`src/hw/adc_avg_pkg.sv`:
```
// Purpose: Shared constants and types for the sample averaging and range control block
// Assumes: 50 MHz hclk, 250 kHz sample stream, 32-bit AHB-Lite register bus
// Notes: Byte offsets are word aligned; upper address bits are not decoded
package adc_avg_pkg;
  // Widths
  localparam int SAMPLE_W = 16;
  localparam int ACC_W = 34;
  localparam int CNT_W = 18;
  localparam int PERIOD_W = 20;
  localparam int SEQ_W = 16;
  localparam int MASK_W = 16;
  localparam int IRQ_W = 5;

  // Timing
  localparam int CLK_MHZ = 50;
  localparam int SAMPLE_RATE_KHZ = 250;
  localparam int MIN_PERIOD_US = 100;
  localparam logic [CNT_W-1:0] MIN_GROUP = CNT_W'(MIN_PERIOD_US * SAMPLE_RATE_KHZ / 1000);
  localparam int MASK_TIME_US = 1000;
  localparam int MASK_CYCLES = MASK_TIME_US * CLK_MHZ;

  // Range flag limits, fractions of positive full scale
  localparam int FULL_SCALE = 32767;
  localparam int OVER_PCT = 80;
  localparam int UNDER_PCT = 20;
  localparam logic [SAMPLE_W:0] OVER_LIMIT = 17'(FULL_SCALE * OVER_PCT / 100);
  localparam logic [SAMPLE_W:0] UNDER_LIMIT = 17'(FULL_SCALE * UNDER_PCT / 100);

  // Register byte offsets
  localparam logic [7:0] OFF_CTRL = 8'h00;
  localparam logic [7:0] OFF_PERIOD = 8'h04;
  localparam logic [7:0] OFF_STATUS = 8'h08;
  localparam logic [7:0] OFF_SUM_LO = 8'h0c;
  localparam logic [7:0] OFF_SUM_HI = 8'h10;
  localparam logic [7:0] OFF_SEQ = 8'h14;
  localparam logic [7:0] OFF_IRQ_STATUS = 8'h18;
  localparam logic [7:0] OFF_IRQ_CLEAR = 8'h1c;
  localparam logic [7:0] OFF_IRQ_ENABLE = 8'h20;
  localparam logic [7:0] OFF_COUNT = 8'h24;

  // Control fields
  localparam int CTRL_RUN_BIT = 0;
  localparam int CTRL_AUTO_BIT = 1;
  localparam int CTRL_RANGE_LSB = 2;
  localparam int CTRL_CAL_LSB = 6;
  localparam int CTRL_LB_BIT = 8;

  // Status fields
  localparam int STAT_MASK_BIT = 0;
  localparam int STAT_VALID_BIT = 1;
  localparam int STAT_OVER_BIT = 2;
  localparam int STAT_UNDER_BIT = 3;
  localparam int STAT_MASKED_BIT = 4;
  localparam int STAT_LOWSRC_BIT = 5;
  localparam int STAT_RANGE_LSB = 8;

  // Interrupt bits
  localparam int IRQ_READING = 0;
  localparam int IRQ_LOST = 1;
  localparam int IRQ_OVER = 2;
  localparam int IRQ_UNDER = 3;
  localparam int IRQ_RANGE = 4;

  // Reset values
  localparam logic [PERIOD_W-1:0] PERIOD_RESET = 20'h00064;
  localparam logic [3:0] RANGE_RESET = 4'h0;

  typedef enum logic [1:0] {
    CAL_OFF = 2'h0,
    CAL_INTERNAL = 2'h1,
    CAL_EXTERNAL = 2'h2
  } cal_mode_t;

  typedef enum logic [1:0] {
    RS_STEADY = 2'b01,
    RS_MASKING = 2'b10
  } range_state_t;
endpackage

```
`src/hw/adc_averaging_range_control.sv`:
```
// Purpose: Averages the ADC sample stream into tagged readings and drives range and calibration controls
// Assumes: One sample_valid pulse per conversion; software reaches control over AHB-Lite
// Notes: A reading carries the group sum and its sample count; the consumer divides
//
// Functional notes
// - Consecutive samples are summed in groups of averaging period times sample rate.
// - A period below 100 us counts as 100 us, so a group holds at least 25 samples.
// - Each reading carries a sequence count that rises by one per reading.
// - Readings go out at once and a new one replaces an untaken one without stalling.
// - Sixteen range codes combine four converters with four amplifier gains.
// - Input relays and output mux are driven together so one converter carries the signal.
// - Calibration current is off, on to the internal input, or on to the external circuit with loopback.
// - The low-value source is on exactly when one of the two most sensitive converters is selected.
// - With autoranging on, samples above 80% or below 20% of full scale are flagged with the reading.
// - For 1 ms after a range change starts, the last good reading is repeated.
`timescale 1ns/1ns
module adc_averaging_range_control #(
  parameter int unsigned MASK_CYCLES = adc_avg_pkg::MASK_CYCLES
) (
  // Clock and reset
  input wire logic hclk,
  input wire logic hresetn,
  // AHB-Lite slave
  input wire logic hsel,
  input wire logic [31:0] haddr,
  input wire logic [1:0] htrans,
  input wire logic hwrite,
  input wire logic [2:0] hsize,
  input wire logic [31:0] hwdata,
  input wire logic hready,
  output logic hreadyout,
  output logic hresp,
  output logic [31:0] hrdata,
  // Sample stream
  input wire logic sample_valid,
  input wire logic signed [15:0] sample_data,
  // Reading stream
  output logic reading_valid,
  input wire logic reading_ready,
  output logic [33:0] reading_sum,
  output logic [17:0] reading_count,
  output logic [15:0] reading_seq,
  output logic reading_over,
  output logic reading_under,
  output logic reading_masked,
  // Analog controls
  output logic [3:0] relay_sel,
  output logic [1:0] mux_sel,
  output logic [1:0] pga_gain_sel,
  output logic low_src_en,
  output logic cal_src_en,
  output logic cal_route_ext,
  // Interrupt
  output logic irq
);
  localparam int ACC_W = adc_avg_pkg::ACC_W;
  localparam int CNT_W = adc_avg_pkg::CNT_W;
  localparam int SEQ_W = adc_avg_pkg::SEQ_W;
  localparam int IRQ_W = adc_avg_pkg::IRQ_W;
  localparam logic [15:0] MASK_LAST = 16'(MASK_CYCLES - 1);

  function automatic logic reg_hit(input logic [7:0] addr, input logic [7:0] off);
    reg_hit = (addr == off);
  endfunction

  // Bus state
  logic take;
  logic wr_pend;
  logic [7:0] wr_addr;
  logic wr_ctrl;
  logic wr_period;
  logic wr_clear;
  logic wr_enable;

  // Control registers
  logic run;
  logic auto_range;
  logic [3:0] range_cur;
  logic [1:0] cal_mode;
  logic loopback_option;
  logic [adc_avg_pkg::PERIOD_W-1:0] period_us;
  logic range_change;

  // Range mask sequencing
  adc_avg_pkg::range_state_t range_state;
  logic [adc_avg_pkg::MASK_W-1:0] mask_cnt;
  logic mask_done;
  logic masking;

  // Accumulation
  logic [27:0] scaled;
  logic [CNT_W-1:0] group_target;
  logic [CNT_W-1:0] group_len;
  logic [CNT_W-1:0] samp_cnt;
  logic signed [ACC_W-1:0] acc;
  logic grp_over;
  logic grp_under;
  logic first;
  logic last;
  logic [CNT_W-1:0] len_now;
  logic signed [ACC_W-1:0] next_acc;
  logic [16:0] mag;
  logic samp_over;
  logic samp_under;
  logic next_over;
  logic next_under;
  logic group_done;

  // Reading state
  logic [SEQ_W-1:0] seq;
  logic [ACC_W-1:0] good_sum;
  logic [CNT_W-1:0] good_count;

  // Interrupts
  logic [IRQ_W-1:0] irq_status;
  logic [IRQ_W-1:0] irq_enable;
  logic [IRQ_W-1:0] irq_event;
  logic [IRQ_W-1:0] irq_clear;

  // Decoder results
  logic [3:0] dec_relay;
  logic [1:0] dec_mux;
  logic [1:0] dec_gain;
  logic dec_low;
  logic dec_cal_en;
  logic dec_cal_ext;

  // Zero wait state slave; hsize is not checked, only words are used
  assign take = hsel && htrans[1] && hready;
  assign hreadyout = 1'b1;
  assign hresp = 1'b0;
  assign wr_ctrl = wr_pend && reg_hit(wr_addr, adc_avg_pkg::OFF_CTRL);
  assign wr_period = wr_pend && reg_hit(wr_addr, adc_avg_pkg::OFF_PERIOD);
  assign wr_clear = wr_pend && reg_hit(wr_addr, adc_avg_pkg::OFF_IRQ_CLEAR);
  assign wr_enable = wr_pend && reg_hit(wr_addr, adc_avg_pkg::OFF_IRQ_ENABLE);

  always_ff @(posedge hclk or negedge hresetn)
  begin
    if (!hresetn)
    begin
      wr_pend <= 1'b0;
      wr_addr <= 8'h00;
    end
    else
    begin
      wr_pend <= take && hwrite;
      if (take)
        wr_addr <= haddr[7:0];
    end
  end

  // Read data captured at the address phase, stands through the data phase
  always_ff @(posedge hclk or negedge hresetn)
  begin
    if (!hresetn)
      hrdata <= 32'h0000_0000;
    else if (take && !hwrite)
    begin
      hrdata <= 32'h0000_0000;
      case (haddr[7:0])
        adc_avg_pkg::OFF_CTRL:
          hrdata <= {23'h000000, loopback_option, cal_mode, range_cur, auto_range, run};
        adc_avg_pkg::OFF_PERIOD:
          hrdata <= {12'h000, period_us};
        adc_avg_pkg::OFF_STATUS:
          hrdata <= {20'h00000, range_cur, 2'h0, low_src_en, reading_masked, reading_under,
                     reading_over, reading_valid, masking};
        adc_avg_pkg::OFF_SUM_LO:
          hrdata <= reading_sum[31:0];
        adc_avg_pkg::OFF_SUM_HI:
          hrdata <= {30'h00000000, reading_sum[33:32]};
        adc_avg_pkg::OFF_SEQ:
          hrdata <= {16'h0000, reading_seq};
        adc_avg_pkg::OFF_IRQ_STATUS:
          hrdata <= {27'h0000000, irq_status};
        adc_avg_pkg::OFF_IRQ_ENABLE:
          hrdata <= {27'h0000000, irq_enable};
        adc_avg_pkg::OFF_COUNT:
          hrdata <= {14'h0000, reading_count};
        default:
          hrdata <= 32'h0000_0000;
      endcase
    end
  end

  assign range_change = wr_ctrl && (hwdata[adc_avg_pkg::CTRL_RANGE_LSB +: 4] != range_cur);

  always_ff @(posedge hclk or negedge hresetn)
  begin
    if (!hresetn)
    begin
      run <= 1'b0;
      auto_range <= 1'b0;
      range_cur <= adc_avg_pkg::RANGE_RESET;
      cal_mode <= adc_avg_pkg::CAL_OFF;
      loopback_option <= 1'b0;
    end
    else if (wr_ctrl)
    begin
      run <= hwdata[adc_avg_pkg::CTRL_RUN_BIT];
      auto_range <= hwdata[adc_avg_pkg::CTRL_AUTO_BIT];
      range_cur <= hwdata[adc_avg_pkg::CTRL_RANGE_LSB +: 4];
      cal_mode <= hwdata[adc_avg_pkg::CTRL_CAL_LSB +: 2];
      loopback_option <= hwdata[adc_avg_pkg::CTRL_LB_BIT];
    end
  end

  always_ff @(posedge hclk or negedge hresetn)
  begin
    if (!hresetn)
      period_us <= adc_avg_pkg::PERIOD_RESET;
    else if (wr_period)
      period_us <= hwdata[adc_avg_pkg::PERIOD_W-1:0];
  end

  range_decoder u_range_decoder (
    .range_code(range_cur),
    .cal_mode(cal_mode),
    .loopback_option(loopback_option),
    .relay_sel(dec_relay),
    .mux_sel(dec_mux),
    .pga_gain_sel(dec_gain),
    .low_src_en(dec_low),
    .cal_src_en(dec_cal_en),
    .cal_route_ext(dec_cal_ext)
  );

  // Relays and mux switch on the same edge
  always_ff @(posedge hclk or negedge hresetn)
  begin
    if (!hresetn)
    begin
      relay_sel <= 4'h1;
      mux_sel <= 2'h0;
      pga_gain_sel <= 2'h0;
      low_src_en <= 1'b1;
      cal_src_en <= 1'b0;
      cal_route_ext <= 1'b0;
    end
    else
    begin
      relay_sel <= dec_relay;
      mux_sel <= dec_mux;
      pga_gain_sel <= dec_gain;
      low_src_en <= dec_low;
      cal_src_en <= dec_cal_en;
      cal_route_ext <= dec_cal_ext;
    end
  end

  // Mask window after a range change
  assign masking = (range_state == adc_avg_pkg::RS_MASKING);
  assign mask_done = masking && !range_change && (mask_cnt == MASK_LAST);

  always_ff @(posedge hclk or negedge hresetn)
  begin
    if (!hresetn)
    begin
      range_state <= adc_avg_pkg::RS_STEADY;
      mask_cnt <= 16'h0000;
    end
    else
    begin
      case (range_state)
        adc_avg_pkg::RS_STEADY:
        begin
          mask_cnt <= 16'h0000;
          if (range_change)
            range_state <= adc_avg_pkg::RS_MASKING;
        end
        adc_avg_pkg::RS_MASKING:
        begin
          // A further change restarts the full window
          if (range_change)
            mask_cnt <= 16'h0000;
          else if (mask_done)
            range_state <= adc_avg_pkg::RS_STEADY;
          else
            mask_cnt <= mask_cnt + 16'h0001;
        end
        default:
        begin
          range_state <= adc_avg_pkg::RS_STEADY;
          mask_cnt <= 16'h0000;
        end
      endcase
    end
  end

  always_comb
  begin
    // Group size from period and sample rate
    scaled = (28'(period_us) * 28'(adc_avg_pkg::SAMPLE_RATE_KHZ)) / 28'(1000);
    group_target = (scaled < 28'(adc_avg_pkg::MIN_GROUP)) ? adc_avg_pkg::MIN_GROUP : scaled[CNT_W-1:0];
    first = (samp_cnt == '0);
    len_now = first ? group_target : group_len;
    last = (samp_cnt == len_now - 18'h00001);
    // Fresh sum at group start, width covers the largest group
    next_acc = (first ? '0 : acc) + ACC_W'(sample_data);
    mag = sample_data[15] ? 17'(-$signed({sample_data[15], sample_data})) : {1'b0, sample_data};
    // Per-sample range flags in autorange mode
    samp_over = auto_range && (mag > adc_avg_pkg::OVER_LIMIT);
    samp_under = auto_range && (mag < adc_avg_pkg::UNDER_LIMIT);
    next_over = samp_over || (!first && grp_over);
    next_under = samp_under || (!first && grp_under);
    group_done = run && sample_valid && last;
  end

  always_ff @(posedge hclk or negedge hresetn)
  begin
    if (!hresetn)
    begin
      samp_cnt <= 18'h00000;
      group_len <= adc_avg_pkg::MIN_GROUP;
      acc <= 34'h000000000;
      grp_over <= 1'b0;
      grp_under <= 1'b0;
    end
    else if (!run)
    begin
      samp_cnt <= 18'h00000;
      acc <= 34'h000000000;
      grp_over <= 1'b0;
      grp_under <= 1'b0;
    end
    else if (sample_valid)
    begin
      acc <= next_acc;
      grp_over <= next_over;
      grp_under <= next_under;
      if (first)
        group_len <= group_target;
      samp_cnt <= last ? 18'h00000 : samp_cnt + 18'h00001;
    end
  end

  always_ff @(posedge hclk or negedge hresetn)
  begin
    if (!hresetn)
      seq <= 16'h0000;
    else if (group_done)
      seq <= seq + 16'h0001;
  end

  always_ff @(posedge hclk or negedge hresetn)
  begin
    if (!hresetn)
    begin
      reading_valid <= 1'b0;
      reading_sum <= 34'h000000000;
      reading_count <= 18'h00000;
      reading_seq <= 16'h0000;
      reading_over <= 1'b0;
      reading_under <= 1'b0;
      reading_masked <= 1'b0;
      good_sum <= 34'h000000000;
      good_count <= 18'h00000;
    end
    else if (group_done)
    begin
      reading_valid <= 1'b1;
      reading_seq <= seq;
      // Repeat last good data while masking
      if (masking)
      begin
        reading_sum <= good_sum;
        reading_count <= good_count;
        reading_over <= 1'b0;
        reading_under <= 1'b0;
        reading_masked <= 1'b1;
      end
      else
      begin
        reading_sum <= next_acc;
        reading_count <= len_now;
        reading_over <= next_over;
        reading_under <= next_under;
        reading_masked <= 1'b0;
        good_sum <= next_acc;
        good_count <= len_now;
      end
    end
    else if (reading_ready)
      reading_valid <= 1'b0;
  end

  // Interrupt events; a set in the clearing cycle survives
  always_comb
  begin
    irq_event = '0;
    irq_event[adc_avg_pkg::IRQ_READING] = group_done;
    irq_event[adc_avg_pkg::IRQ_LOST] = group_done && reading_valid && !reading_ready;
    irq_event[adc_avg_pkg::IRQ_OVER] = group_done && !masking && next_over;
    irq_event[adc_avg_pkg::IRQ_UNDER] = group_done && !masking && next_under;
    irq_event[adc_avg_pkg::IRQ_RANGE] = mask_done;
    irq_clear = wr_clear ? hwdata[IRQ_W-1:0] : '0;
  end

  always_ff @(posedge hclk or negedge hresetn)
  begin
    if (!hresetn)
    begin
      irq_status <= '0;
      irq_enable <= '0;
      irq <= 1'b0;
    end
    else
    begin
      irq_status <= (irq_status & ~irq_clear) | irq_event;
      if (wr_enable)
        irq_enable <= hwdata[IRQ_W-1:0];
      irq <= |(((irq_status & ~irq_clear) | irq_event) & (wr_enable ? hwdata[IRQ_W-1:0] : irq_enable));
    end
  end
endmodule

```
`src/hw/range_decoder.sv`:
```
// Purpose: Turns a range code and calibration mode into analog switch controls
// Assumes: Code bits [3:2] pick the converter, 0 the most sensitive; bits [1:0] pick gain x10/x5/x2/x1
// Notes: Purely combinational; the caller registers the outputs
`timescale 1ns/1ns
module range_decoder (
  // Selection
  input wire logic [3:0] range_code,
  input wire logic [1:0] cal_mode,
  input wire logic loopback_option,
  // Analog controls
  output logic [3:0] relay_sel,
  output logic [1:0] mux_sel,
  output logic [1:0] pga_gain_sel,
  output logic low_src_en,
  output logic cal_src_en,
  output logic cal_route_ext
);
  function automatic logic [3:0] one_hot(input logic [1:0] idx);
    one_hot = 4'h1 << idx;
  endfunction

  always_comb
  begin
    // Relays and mux from the same field so only one converter conducts
    relay_sel = one_hot(range_code[3:2]);
    mux_sel = range_code[3:2];
    pga_gain_sel = range_code[1:0];
    low_src_en = (range_code[3:2] < 2'h2);
    // External routing without the loopback option falls back to off
    cal_route_ext = (cal_mode == adc_avg_pkg::CAL_EXTERNAL) && loopback_option;
    cal_src_en = (cal_mode == adc_avg_pkg::CAL_INTERNAL) || cal_route_ext;
  end
endmodule

```
`config.mk`:
```
export PLATFORM = sky130hd
export DESIGN_NAME = adc_averaging_range_control
export DESIGN_NICKNAME = d
export VERILOG_FILES = /design/src/hw/adc_avg_pkg.sv /design/src/hw/adc_averaging_range_control.sv /design/src/hw/range_decoder.sv
export SDC_FILE = /design/constraint.sdc
export NUM_CORES = 1
export LEC_CHECK = 0
export BUFFER_PORTS_ARGS = -buffer_cell sky130_fd_sc_hd__clkbuf_2
export CAP_MARGIN = 20
export CORE_MARGIN = 1
export CORE_UTILIZATION = 48
export CTS_CLUSTER_DIAMETER = 30
export DETAILED_ROUTE_END_ITERATION = 10
export PLACE_DENSITY = 0.75
export SKIP_CTS_REPAIR_TIMING = 1
export SLEW_MARGIN = 10
export SYNTH_ARGS = -nofsm -noshare
export SYNTH_HDL_FRONTEND = slang
export SYNTH_SLANG_ARGS = --single-unit
```
`constraint.sdc`:
```
create_clock -name hclk -period 39.7 [get_ports hclk]
set_clock_uncertainty 0.05 [all_clocks]
set_input_delay 7.94 -clock hclk [delete_from_list [all_inputs] [get_ports hclk]]
set_output_delay 7.94 -clock hclk [all_outputs]
set_load 0.03 [all_outputs]
```
==> results.md <==
* Clk root buf: clkbuf_16
* Number of buffers created by CTS at 52
* DR pass1 iterations at 8
* Synth unique cells at 121
* Hold Path Class: reg -> reg
* Worst Tran Pin Value at 1088 ps
* Slew Viols, Final at 0
* Worst-skew pair later-pin latency at 590 ps
* Status: finished clean
* Largest family of logic cells by synthesized area: compound AO/OA/AOI/OAI gates
* Largest net degree at the start of global routing at 137
* Wirelength, routed at 72,060 µm
* Synthesized area at 23,760 µm²
* Row count at 81
* # DRC at 0
* Sequential area share after synthesis at 0.2848
* Max_cap viols at 0
* Initial antenna violation count at 4
* Final period util at 0.6132
* Most common cell after layout, fill and taps aside: dfrtp_1
* Post-DP HPWL at 53,390 µm
* Asr flop ratio synth at 1.000
* CP Max Fanout at 23
* Setup TNS at 0 ps
* Syn. warnings at 0
* Max_slew headroom at 0.2736
* Fillcell total at 4,288
* Die Width at 224.5 µm
* Final Wtd Congestion at 0.9696
* Clock-pin transition on the worst setup and hold timing paths at 60 ps
* Cell count after placement at 3,404
* RSZ-0062 raised after global routing: no
* Final hold slack at 424.7 ps
* ANT nets after route at 0
* Critical Path End Type: flop
* Tot GR Track Use at 0.2859
* #FFs+latches synth at 270
* PortBufs at 167
* Most frequent cells in the layout: 261 x dfrtp_1, 253 x nand2_1, 166 x clkbuf_2
* Finish-stage setup viols at 0
* Mapped Cells at 2,681
* CTS tree: yes
* Post-Synth XOR/XNOR Area at 0.05672
* Critical path's slowest cell: and4_1
* Die area at 50,390 µm²
* Final Net Count at 3,058
* Cell mode on critical path: xnor2_1
* Crit Path Category: reg -> reg
* Number of synthesized flops with an enable pin at 0
* Fmax at 0.04108 GHz
* Vias in the first global route at 21,360
* CTS max path bufs at 3
* Worst setup SP type: flop
* Die Ht at 224.5 µm
* Simple-gate share of the synthesized area at 0.1803
* # IOs at 210
* Synth Area in Compound Gates at 0.2365
* Top cell type by total area after synthesis: dfrtp_1
* Starting Density at 0.4864
* H-tree depth at 2
* Share of layout cells above drive strength 1 at 0.1476
* Syn_area_per_cell at 8.862 µm²
* Max incr delay on CP at 990 ps
* Mean routed wirelength per cell at 20.56 µm
* Synth Area in Adders at 0.1155
* Routed vias/inst at 6.275
* Fin cells at 3,505
* Post-synthesis mux area share at 0.07299
* Ys flop type: dfrtp_1
* Synth top area share at 0.2749
* Initial DRC Count at 2,110
* Routed vias at 21,990
* Clock Sinks at 270
* Final instance area at 26,860 µm²
* First-pass GRT wire length at 116,400 µm
* Area post-placement at 24,990 µm²
* Grt ovf at 0
* Req. time, crit path at 40,090 ps
* Core area at 48,850 µm²
* Fin crit period at 24,340 ps
* Worst EP arrival at 24,730 ps
* Final-report hold violation count at 0
* Top post-synthesis cells by area: dfrtp_1 27%, fa_1 5.9%, ha_1 5.3%
* Layout area overhead at 13.04%
* Post-synth net total at 2,944
-- path summary, 6_finish.rpt --
kind,slack [ps],endpoint,start,cells past startpoint
worst max-delay path,15360,reading_seq[4],period_us[2],65
worst min-delay path,420,hrdata[27],hrdata[27],2
worst max register to register,15360,reading_seq[4],period_us[2],65
worst min register to register,420,hrdata[27],hrdata[27],2
max in group asynchronous,29660,period_us[10],hresetn,3
min in group asynchronous,7410,group_len[2],hresetn,1
-- layer usage --
layer  routed length [µm]  global-route usage  share of wire  up-vias
li1                     -                   -              -    10140
met1                30110              0.3749           0.42    10800
met2                33100              0.4579           0.46      892
met3                 6464             0.07041          0.090      151
met4                 2346              0.1012          0.033        6
met5                   38                   0        0.00053        -
-- per-stage QoR --
stage	setup slack, ps	util
detailed placement	15890	0.5116
finish	15360	0.5498
CTS	15860	0.5495
global route	13660	0.5497
global placement	16260	0.5116
floorplan	20610	-
-- critical path: cells and delay by family, from the launching register on --
family | cells | cell delay [ps]
adders and majority gates | 6 | 2450
buffers and inverters | 4 | 340
and+or+nand+nor | 14 | 6230
DFF | 1 | 680
xor gates and xnor gates | 5 | 2060
AOI/OAI and AO/OA | 31 | 10850
muxes | 5 | 1490
-- state kept, by name, summed over array words and instances (netlist names), 2 cells and up --
register      count
range_state       2
relay_sel         4
good_sum         34
wr_addr           8
good_count       18
mux_sel           2
samp_cnt         18
cal_mode          2
period_us        20
pga_gain_sel      2
irq_status        5
reading_seq      16
acc              34
mask_cnt         16
range_cur         4
hrdata           32
irq_enable        5
seq              16
group_len        18
-- cells in the mapped netlist (30+ instances only) --
cell,number
and2_1,55
and3_1,35
fa_1,70
or3_1,30
nand2_1,253
nor3_1,71
mux2i_1,41
inv_1,160
o21bai_1,37
xnor2_1,98
mux2_2,52
o21ai_0,129
ha_1,101
xor2_1,54
nand3_1,101
dfrtp_1,261
clkbuf_1,70
mux2_1,63
nor2_1,144
a22o_1,38
a21oi_1,146
-- cells by family (layout without fill, tap and decap cells) --
logic type      count (synthesis)  count (layout)
buf+inv                       292             449
mux                           158             158
flops                         270             270
xor+xnor                      153             153
compound gates                774             774
simple gates                  853             853
fa+ha+maj                     179             179
other cells                     2               5
-- layout make-up --
class                   instances  area [µm²]  share of cell area
well taps                     664       830.8             0.03093
diodes                          3       7.507           0.0002795
multi-input cells            2119       15770              0.5870
inverters                     160       600.6             0.02236
repair buffers                192        1033             0.03848
flip-flops and latches        270        6768              0.2520
clock buffers                  61        1365             0.05082
clock inverters                36       486.7             0.01812
Power is left out: the tool's default activity adds up to more than one toggle a clock period on the data nets, which glitch-free logic cannot reach.
